$ cat src/hdl/mel_pkg.sv
// Purpose: shared constants and types of the multi event latch front-panel block
// Assumes: 200 MHz pclk, APB register access, one VME address modifier per transfer
// Notes:   byte offsets are the printed ones; all other offsets are local choices
package mel_pkg;

	// ----------------------------------------------------------------
	// clock and timing
	// ----------------------------------------------------------------
	localparam int unsigned CLK_MHZ         = 200;
	localparam int unsigned CIP_DELAY_NS    = 25;
	localparam int unsigned CIP_DELAY_CYC   = (CIP_DELAY_NS * CLK_MHZ + 999) / 1000;
	localparam int unsigned PULSER_MHZ      = 10;
	localparam int unsigned PULSER_HALF_CYC = CLK_MHZ / (2 * PULSER_MHZ);
	localparam int unsigned INIT_TIME_US    = 1000;
	localparam int unsigned INIT_CYC_DEF    = INIT_TIME_US * CLK_MHZ;
	localparam int unsigned DLY_W           = 3;
	localparam int unsigned PCNT_W          = 4;
	localparam int unsigned INIT_W          = 20;

	// ----------------------------------------------------------------
	// widths, fifo, register map
	// ----------------------------------------------------------------
	localparam int unsigned DW         = 32;
	localparam int unsigned AW         = 12;
	localparam int unsigned FIFO_DEPTH = 16;
	localparam int unsigned FIFO_AW    = 4;
	localparam int unsigned WIN_W      = 16;
	localparam logic [FIFO_AW:0] FIFO_HALF = 5'h08;
	localparam logic [FIFO_AW:0] FIFO_FULL = 5'h10;

	localparam logic [AW-1:0] OFS_CTRL    = 12'h000;
	localparam logic [AW-1:0] OFS_WINDOW  = 12'h008;
	localparam logic [AW-1:0] OFS_ADDREN  = 12'h00C;
	localparam logic [AW-1:0] OFS_STROBE  = 12'h010;
	localparam logic [AW-1:0] OFS_FIFO_LO = 12'h100;
	localparam logic [AW-1:0] OFS_FIFO_HI = 12'h1FC;

	// control bits: set with bit n, clear with bit n+CB_CLR
	localparam int unsigned CB_N     = 7;
	localparam int unsigned CB_CLR   = 8;
	localparam int unsigned CB_USER  = 0;
	localparam int unsigned CB_FTEST = 1;
	localparam int unsigned CB_MODE0 = 2;
	localparam int unsigned CB_MODE1 = 3;
	localparam int unsigned CB_COINC = 4;
	localparam int unsigned CB_DISC  = 5;
	localparam int unsigned CB_PULSE = 6;
	localparam logic [CB_N-1:0] CTRL_RST = 7'h00;

	// status bits on read of the control word
	localparam int unsigned ST_EMPTY = 8;
	localparam int unsigned ST_HALF  = 9;
	localparam int unsigned ST_FULL  = 10;
	localparam int unsigned ST_CIP   = 11;

	localparam logic [WIN_W-1:0] WIN_RST    = 16'h0010;
	localparam logic [2:0]       ADDREN_RST = 3'h7;
	localparam int unsigned EN_A16 = 0;
	localparam int unsigned EN_A24 = 1;
	localparam int unsigned EN_A32 = 2;

	// ----------------------------------------------------------------
	// address modifiers
	// ----------------------------------------------------------------
	localparam logic [5:0] AM_A24_SBLT = 6'h3F;
	localparam logic [5:0] AM_A24_SDAT = 6'h3D;
	localparam logic [5:0] AM_A24_NBLT = 6'h3B;
	localparam logic [5:0] AM_A24_NDAT = 6'h39;
	localparam logic [5:0] AM_A16_SUP  = 6'h2D;
	localparam logic [5:0] AM_A16_NPR  = 6'h29;
	localparam logic [5:0] AM_A32_SBLT = 6'h0F;
	localparam logic [5:0] AM_A32_SDAT = 6'h0D;
	localparam logic [5:0] AM_A32_NBLT = 6'h0B;
	localparam logic [5:0] AM_A32_NDAT = 6'h09;

	// ----------------------------------------------------------------
	// front panel
	// ----------------------------------------------------------------
	localparam int unsigned CI_STROBE  = 0;
	localparam int unsigned CI_MODRST  = 1;
	localparam int unsigned CI_DISCARD = 2;
	localparam int unsigned LED_N      = 8;
	localparam logic [LED_N-1:0] LED_INIT = 8'hFE;
	localparam logic [LED_N-1:0] LED_RUN  = 8'h03;

	// ----------------------------------------------------------------
	// types
	// ----------------------------------------------------------------
	typedef struct packed {
		logic          psel;
		logic          penable;
		logic          pwrite;
		logic [AW-1:0] paddr;
		logic [DW-1:0] pwdata;
		logic [5:0]    am;
	} mel_apb_req_t;

	typedef struct packed {
		logic [DW-1:0] prdata;
		logic          pready;
		logic          pslverr;
	} mel_apb_rsp_t;

	typedef enum logic [1:0] {CAP_IDLE, CAP_GATE, CAP_WINDOW, CAP_COPY} mel_cap_st_t;

	typedef struct packed {
		logic [FIFO_DEPTH-1:0][DW-1:0] mem;
		logic [FIFO_AW-1:0]            wp;
		logic [FIFO_AW-1:0]            rp;
		logic [FIFO_AW:0]              cnt;
		logic [CB_N-1:0]               ctrl;
		logic [WIN_W-1:0]              win;
		logic [2:0]                    addren;
		mel_cap_st_t                   st;
		logic [DW-1:0]                 base;
		logic [DW-1:0]                 word;
		logic [DLY_W-1:0]              dly;
		logic [WIN_W-1:0]              wcnt;
		logic                          stb_prev;
		logic                          disc_prev;
		logic                          soft_stb;
		logic [PCNT_W-1:0]             pcnt;
		logic                          pulse;
		logic [INIT_W-1:0]             icnt;
		logic                          init_done;
		logic [3:0]                    outs;
		logic [LED_N-1:0]              led;
		logic [DW-1:0]                 prdata;
		logic                          pslverr;
	} mel_state_t;

endpackage

$ cat src/hdl/mel_latch_ctl.sv
// Purpose: front-panel control, capture and fifo logic of a 32-channel event latch
// Assumes: inputs synchronous to pclk; APB slave with zero wait states
// Notes:   ctrl_out[0..3] are front-panel control outputs 5..8
//
// What this block does
// - mode 0: out8 fifo full, out7 half full, out6 empty, out5 copy_in_progress.
// - mode 1: out8 full, out7 half full, out6 pulser, out5 copy_in_progress.
// - mode 2: out8 any_channel_hit, out7 user bit, out6 pulser, out5 copy_in_progress.
// - mode 3: all four control outputs carry the test pulser.
// - output mode resets to mode 0.
// - input 1 strobe, input 2 module reset, input 3 discard, input 4 unused.
// - strobed mode captures all data inputs on the strobe leading edge.
// - coincidence mode stores one only for inputs rising during the gate.
// - copy_in_progress rises 25 ns after gate start, holds until fifo write.
// - with discard enabled, a discard pulse or window expiry plus copy ends it.
// - the test pulser runs at 10 MHz.
// - control bit 1 sets fifo test mode, control bit 9 clears it.
// - in fifo test mode writes to 0x100..0x1FC push the word.
// - 24-bit addressing answers modifiers 0x3F, 0x3B, 0x3D, 0x39.
// - 32-bit addressing answers modifiers 0x0F, 0x0B, 0x0D, 0x09.
// - 16-bit addressing answers 0x2D, 0x29; disabled modes are ignored.
// - indicators all lit except ready during init, then only ready and power.
// - reads anywhere in 0x100..0x1FC return the next fifo word.
//
// The placing of the registers and the APB interface to the registers were decided locally.
`timescale 1ns/100ps
module mel_latch_ctl #(
	parameter int unsigned INIT_CYC = mel_pkg::INIT_CYC_DEF
) (
	input  wire logic                    pclk,
	input  wire logic                    presetn,
	input  wire mel_pkg::mel_apb_req_t   req,
	output mel_pkg::mel_apb_rsp_t        rsp,
	input  wire logic [mel_pkg::DW-1:0]  data_in,
	input  wire logic [3:0]              ctrl_in,
	output logic      [3:0]              ctrl_out,
	output logic      [mel_pkg::LED_N-1:0] led
);
	import mel_pkg::*;

	mel_state_t s_q;
	mel_state_t s_d;
	logic       setup;
	logic       acc;
	logic       am_ok;
	logic       in_fifo;
	logic       mapped;
	logic       f_empty;
	logic       f_half;
	logic       f_full;
	logic       copy_in_progress;
	logic       any_hit;
	logic       gate_rise;
	logic       disc_rise;
	logic [1:0] mode;
	logic [DW-1:0] hit_now;

	// ----------------------------------------------------------------
	// decode and flags
	// ----------------------------------------------------------------
	assign setup   = req.psel & ~req.penable;
	assign acc     = req.psel & req.penable;
	assign in_fifo = (req.paddr >= OFS_FIFO_LO) && (req.paddr <= OFS_FIFO_HI);
	assign mapped  = in_fifo || (req.paddr == OFS_CTRL) || (req.paddr == OFS_WINDOW) ||
	                 (req.paddr == OFS_ADDREN) || (req.paddr == OFS_STROBE);
	assign f_empty = (s_q.cnt == '0);
	assign f_half  = (s_q.cnt >= FIFO_HALF);
	assign f_full  = (s_q.cnt == FIFO_FULL);
	assign mode    = {s_q.ctrl[CB_MODE1], s_q.ctrl[CB_MODE0]};
	assign copy_in_progress     = (s_q.st != CAP_IDLE) && (s_q.dly == DLY_W'(CIP_DELAY_CYC));
	assign any_hit = |data_in;
	assign gate_rise = (ctrl_in[CI_STROBE] & ~s_q.stb_prev) | s_q.soft_stb;
	assign disc_rise = ctrl_in[CI_DISCARD] & ~s_q.disc_prev;
	assign hit_now   = s_q.word | (data_in & ~s_q.base);

	always_comb begin
		unique case (req.am)
			AM_A24_SBLT, AM_A24_NBLT, AM_A24_SDAT, AM_A24_NDAT:
				am_ok = s_q.addren[EN_A24];
			AM_A32_SBLT, AM_A32_NBLT, AM_A32_SDAT, AM_A32_NDAT:
				am_ok = s_q.addren[EN_A32];
			AM_A16_SUP, AM_A16_NPR: am_ok = s_q.addren[EN_A16];
			default: am_ok = 1'b0;
		endcase
	end

	// ----------------------------------------------------------------
	// next state
	// ----------------------------------------------------------------
	always_comb begin
		s_d           = s_q;
		s_d.soft_stb  = 1'b0;
		s_d.stb_prev  = ctrl_in[CI_STROBE];
		s_d.disc_prev = ctrl_in[CI_DISCARD];

		// register reads are answered from a flop loaded in the setup cycle
		if (setup) begin
			s_d.pslverr = ~am_ok | ~mapped;
			s_d.prdata  = '0;
			if (!am_ok) begin
				// an ignored modifier must not leak status or fifo data
				s_d.prdata = '0;
			end else if (in_fifo) begin
				s_d.prdata = f_empty ? '0 : s_q.mem[s_q.rp];
			end else if (req.paddr == OFS_CTRL) begin
				s_d.prdata = DW'({copy_in_progress, f_full, f_half, f_empty, 1'b0, s_q.ctrl});
			end else if (req.paddr == OFS_WINDOW) begin
				s_d.prdata = DW'(s_q.win);
			end else if (req.paddr == OFS_ADDREN) begin
				s_d.prdata = DW'(s_q.addren);
			end
		end

		if (acc && am_ok && req.pwrite) begin
			if (req.paddr == OFS_CTRL) begin
				// paired set/clear; set wins when both are written
				for (int i = 0; i < CB_N; i++) begin
					if (req.pwdata[i]) begin
						s_d.ctrl[i] = 1'b1;
					end else if (req.pwdata[i + CB_CLR]) begin
						s_d.ctrl[i] = 1'b0;
					end
				end
			end
			if (req.paddr == OFS_WINDOW) begin
				s_d.win = req.pwdata[WIN_W-1:0];
			end
			if (req.paddr == OFS_ADDREN) begin
				s_d.addren = req.pwdata[2:0];
			end
			if (req.paddr == OFS_STROBE) begin
				s_d.soft_stb = 1'b1;
			end
			// test writes; capture copies are held off meanwhile
			if (in_fifo && s_q.ctrl[CB_FTEST] && !f_full) begin
				s_d.mem[s_q.wp] = req.pwdata;
				s_d.wp          = s_q.wp + 1'b1;
				s_d.cnt         = s_d.cnt + 1'b1;
			end
		end
		if (acc && am_ok && !req.pwrite && in_fifo && !f_empty) begin
			s_d.rp  = s_q.rp + 1'b1;
			s_d.cnt = s_d.cnt - 1'b1;
		end

		// ----------------------------------------------------------------
		// capture sequence
		// ----------------------------------------------------------------
		if (s_q.st != CAP_IDLE && s_q.dly != DLY_W'(CIP_DELAY_CYC)) begin
			s_d.dly = s_q.dly + 1'b1;
		end
		case (s_q.st)
			CAP_IDLE: begin
				if (gate_rise) begin
					s_d.st   = CAP_GATE;
					s_d.dly  = DLY_W'(1);
					s_d.base = data_in;
					s_d.word = s_q.ctrl[CB_COINC] ? '0 : data_in;
				end
			end
			CAP_GATE: begin
				if (s_q.ctrl[CB_COINC]) begin
					s_d.word = hit_now;
				end
				if (!s_q.ctrl[CB_COINC] || !ctrl_in[CI_STROBE]) begin
					s_d.st   = s_q.ctrl[CB_DISC] ? CAP_WINDOW : CAP_COPY;
					s_d.wcnt = '0;
				end
			end
			CAP_WINDOW: begin
				s_d.wcnt = s_q.wcnt + 1'b1;
				if (s_q.wcnt >= s_q.win) begin
					s_d.st = CAP_COPY;
				end
			end
			CAP_COPY: begin
				// held until visible and room exists, so no event is lost
				if (copy_in_progress && !f_full && !s_q.ctrl[CB_FTEST]) begin
					s_d.mem[s_q.wp] = s_q.word;
					s_d.wp          = s_q.wp + 1'b1;
					s_d.cnt         = s_d.cnt + 1'b1;
					s_d.st          = CAP_IDLE;
				end
			end
			default: s_d.st = CAP_IDLE;
		endcase
		if (disc_rise && s_q.ctrl[CB_DISC] && s_q.st != CAP_IDLE) begin
			s_d.st = CAP_IDLE;
		end
		if (s_d.st == CAP_IDLE) begin
			s_d.dly = '0;
		end

		// ----------------------------------------------------------------
		// pulser, outputs, indicators
		// ----------------------------------------------------------------
		if (s_q.ctrl[CB_PULSE]) begin
			if (s_q.pcnt == PCNT_W'(PULSER_HALF_CYC - 1)) begin
				s_d.pcnt  = '0;
				s_d.pulse = ~s_q.pulse;
			end else begin
				s_d.pcnt = s_q.pcnt + 1'b1;
			end
		end else begin
			s_d.pcnt  = '0;
			s_d.pulse = 1'b0;
		end

		case (mode)
			2'b00: s_d.outs = {f_full, f_half, f_empty, copy_in_progress};
			2'b01: s_d.outs = {f_full, f_half, s_q.pulse, copy_in_progress};
			2'b10: s_d.outs = {any_hit, s_q.ctrl[CB_USER], s_q.pulse, copy_in_progress};
			default: s_d.outs = {4{s_q.pulse}};
		endcase

		if (!s_q.init_done) begin
			s_d.led = LED_INIT;
			s_d.icnt = s_q.icnt + 1'b1;
			if (s_q.icnt == INIT_W'(INIT_CYC - 1)) begin
				s_d.init_done = 1'b1;
			end
		end else begin
			s_d.led = LED_RUN;
		end

		// front-panel module reset clears capture and fifo, keeps setup
		if (ctrl_in[CI_MODRST]) begin
			s_d.st  = CAP_IDLE;
			s_d.dly = '0;
			s_d.wp  = '0;
			s_d.rp  = '0;
			s_d.cnt = '0;
		end
	end

	always_ff @(posedge pclk or negedge presetn) begin
		if (!presetn) begin
			s_q <= '{ctrl: CTRL_RST, win: WIN_RST, addren: ADDREN_RST, st: CAP_IDLE,
			         default: '0};
		end else begin
			s_q <= s_d;
		end
	end

	assign rsp.prdata  = s_q.prdata;
	assign rsp.pready  = 1'b1;
	assign rsp.pslverr = s_q.pslverr;
	assign ctrl_out    = s_q.outs;
	assign led         = s_q.led;
endmodule // mel_latch_ctl

$ cat config.mk
export PLATFORM = sky130hd
export DESIGN_NAME = mel_latch_ctl
export DESIGN_NICKNAME = d
export VERILOG_FILES = /design/src/hdl/mel_pkg.sv /design/src/hdl/mel_latch_ctl.sv
export SDC_FILE = /design/constraint.sdc
export NUM_CORES = 2
export LEC_CHECK = 0
export BUFFER_PORTS_ARGS = -buffer_cell sky130_fd_sc_hd__buf_2
export CAP_MARGIN = 40
export CORE_MARGIN = 2
export CORE_UTILIZATION = 35
export CTS_CLUSTER_DIAMETER = 60
export CTS_CLUSTER_SIZE = 20
export DETAILED_ROUTE_END_ITERATION = 10
export GPL_TIMING_DRIVEN = 0
export HOLD_SLACK_MARGIN = 0.08
export PLACE_DENSITY_LB_ADDON = 0.3
export SLEW_MARGIN = 10
export SYNTH_ARGS = -nofsm -noshare
export SYNTH_HDL_FRONTEND = slang
export SYNTH_SLANG_ARGS = --single-unit
$ cat constraint.sdc
create_clock -name pclk -period 6.5 [get_ports pclk]
set_input_delay 1.3 -clock pclk [delete_from_list [all_inputs] [get_ports pclk]]
set_output_delay 1.3 -clock pclk [all_outputs]
set_load 0.02 [all_outputs]
==> impl_metrics.yaml <==
worst_setup_path:
  regToRegSetupSlack_ns: 2.41
  path_delay_family: "simple AND/OR/NAND/NOR gates"
  timing.rr.start: "s_q[190]"
  crit_start: "req[4]"
  worst-setup-path-type: "in -> reg"
  cp_num_buf_inv: 2
  worstPathCellList: "buf_2 > nand2b_1 > a22o_1 > or3_1 > nor2_1 > nand3_1 > clkbuf_1 > a21oi_1 > a221o_1"
  required_ns: 7.07
  critPathMaxFanout: 10
  cp_slowest_cell: "a21oi_1"
  slowest_delay_ns: 0.76
  cp.arrival_ns: 4.68
  end_kind: "flip-flop"
  cp-start-kind: "input port"
  rr_endpoint: "rsp[22]"
  r2r_cells: 7
finish:
  final_common_cell: "dfrtp_1"
  nFillCells: 10300
  final_cell_mix: "dfrtp_1 (701), nand2_1 (647), o21ai_0 (583), mux2i_1 (577), clkbuf_1 (265)"
  design_area_sq_um: 42200
  syn2layout_area_growth_pct: 13.8
  nets: 3926
  drive_gt1_frac: 0.147
sta:
  rsz0062_at_grt: "no"
  slew_headroom: 0.298
  fin_crit_ns: 4.11
  timing.setup.tns_ns: 0
  worst_slew_pin_slew_ns: 1.05
  slew_violations: 0
  hold_ws_ns: 0.467
  setup_violations: 0
  fin_worst_skew_ns: 0.0293
  max_freq_mhz: 243
  fin_crit_sh: 0.633
  hold_violations: 0
min_path:
  worstHoldEndpoint: "s_q[51]"
  hold_path.class: "reg -> reg"
  min_path_cells: 1
  hold_path.startpoint: "s_q[51]"
cts:
  cts_resized: 0
  numCtsBuffers: 67
  cts_sinks: 705
  post-cts-setup-buffers: 0
  holdBufCountCts: 0
  cts_tree: "done"
  cts_buffer_depth: 3
  clkTransAtPathRegs_ns: 0.07
  cts-root-buf: "clkbuf_16"
  clock_latency_ns: 0.66
  ctsHtreeMaxLevel: 3
synth:
  synth-main-ff-cell: "dfrtp_1"
  synth-edff-count: 0
  yosysWarnings: 0
  synth_xor_xnor_area_share: 0.00826
  syn-cell-area_sq_um: 37100
  async_flop_share: 1.00
  synth_cell_types: 69
  avgSynthCellArea_sq_um: 10.3
  synthMuxAreaShare: 0.236
  yosys.area_share.adder: 0.0105
  synth_seq_area_share: 0.476
  synth-compound-area-share: 0.123
  syn_inst: 3588
  synth-simple-area-share: 0.0951
  synth_top_family_by_area: "multiplexers"
  synth_seq_cells: 705
detailed_routing:
  wire_per_inst_um: 23.9
  totalWireLength_um: 126000
  drtAntennaViolNets: 0
  vias: 29500
  top_layer: "met5"
  wl_met3_um: 8780
  via_per_inst: 5.62
  wl_met2_um: 56000
  wl_met1_um: 55500
  drc: 0
  drt_iter0_drc: 2767
  drt_first_pass_iters: 6
grt:
  grt.total_usage: 0.230
  grt_pass1_wl_um: 189000
  grt_max_degree: 102
  grt_overflow: 0
  antenna_found_initial: 6
  grt_pass1_vias: 28900
floorplanning:
  die_width_um: 330
  dieArea_sq_um: 109000
  start_util: 0.352
  ioPinCount: 137
  rows: 119
  die_h_um: 330
  core_sq_um: 105000
placement:
  port_buffers: 117
  placed_area_sq_um: 39900
  hpwl_um: 91300
  gp_congestion: 0.909
pwr:
  powerDensity_nw_per_um2: 220
  vdd_drop_max_uv: 199
  leakagePower_nw: 17.8
  p_total_mw: 9.28
flow_run:
  maxCapViolations: 0
status:
  outcome: "complete, no violations"
synth_stat cells (all sizes together) (17+ instances only):
| cell type | n | area share |
|---|---|---|
| a32o | 32 | 0.0086 |
| mux4 | 103 | 0.063 |
| nor2 | 48 | 0.0051 |
| inv | 36 | 0.0036 |
| mux2i | 577 | 0.16 |
| xnor2 | 25 | 0.0059 |
| nand2 | 651 | 0.066 |
| mux2 | 59 | 0.018 |
| a221oi | 22 | 0.0052 |
| dfrtp | 701 | 0.47 |
| buf | 137 | 0.022 |
| ha | 31 | 0.010 |
| o21ai | 630 | 0.085 |
| nor3 | 17 | 0.0031 |
| a21oi | 44 | 0.0059 |
| clkbuf | 259 | 0.026 |
| nand3 | 25 | 0.0034 |
cell type report:
type / instances / area (sq um) / area share
Antenna cell: 2 / 5.00 / 0.000119
Sequential cell: 705 / 17600 / 0.418
Buffer: 396 / 1770 / 0.0420
Inverter: 36 / 135 / 0.00320
Multi-Input combinational cell: 2452 / 17500 / 0.416
Timing Repair Buffer: 146 / 1050 / 0.0249
Clock buffer: 76 / 1760 / 0.0418
Tap cell: 1391 / 1740 / 0.0412
Clock inverter: 48 / 547 / 0.0130
flip-flops by register name, indices dropped and copies added (netlist names):
signal / count
rsp: 33
led: 3
s_q: 663
ctrl_out: 4
mode: 2
routing by layer:
metal,up-vias,track usage
met1,14900,0.323
met2,1208,0.350
li1,13100,-
met5,-,0
met3,267,0.0436
met4,8,0.0943
per-stage QoR:
stage	std cells	setup WS, ns	util
6_report	5252	2.39	0.401
5_1_grt	5251	2.27	0.401
4_1_cts	5249	2.51	0.401
3_5_place_dp	5125	1.95	0.379
3_3_place_gp	5097	-11.88	0.375
2_1_floorplan	3589	2.30	-
worst max-delay path by stage:
stage | slack, ns | endpoint | depth (start not counted)
6_report | 2.39 | rsp[14] | 9
3_3_place_gp | -11.88 | led[6] | 1
3_5_place_dp | 1.95 | s_q[189] | 12
2_1_floorplan | 2.30 | s_q[189] | 11
5_1_grt | 2.27 | rsp[22] | 9
4_1_cts | 2.51 | rsp[33] | 7
power by group:
group / total [mW] / switching (mW) / internal, mW
combinational: 0.580 / 0.429 / 0.151
clock: 4.21 / 2.11 / 2.10
sequential: 4.49 / 0.0348 / 4.46
kinds of logic after synthesis:
family	count (synthesis)
flops	705
mux	739
other cells	1
xor+xnor	35
fa+ha+maj	31
compound gates	812
simple gates	833
buf+inv	432
worst reg2reg max path: cells and delay by family (launching register included):
family | cells | cell delay [ns]
buffers and inverters | 4 | 1.84
AO/OA/AOI/OAI | 2 | 1.10
multiplexers | 1 | 0.64
flip-flops | 1 | 0.36
No activity file was read; power rests on OpenSTA's default activity.
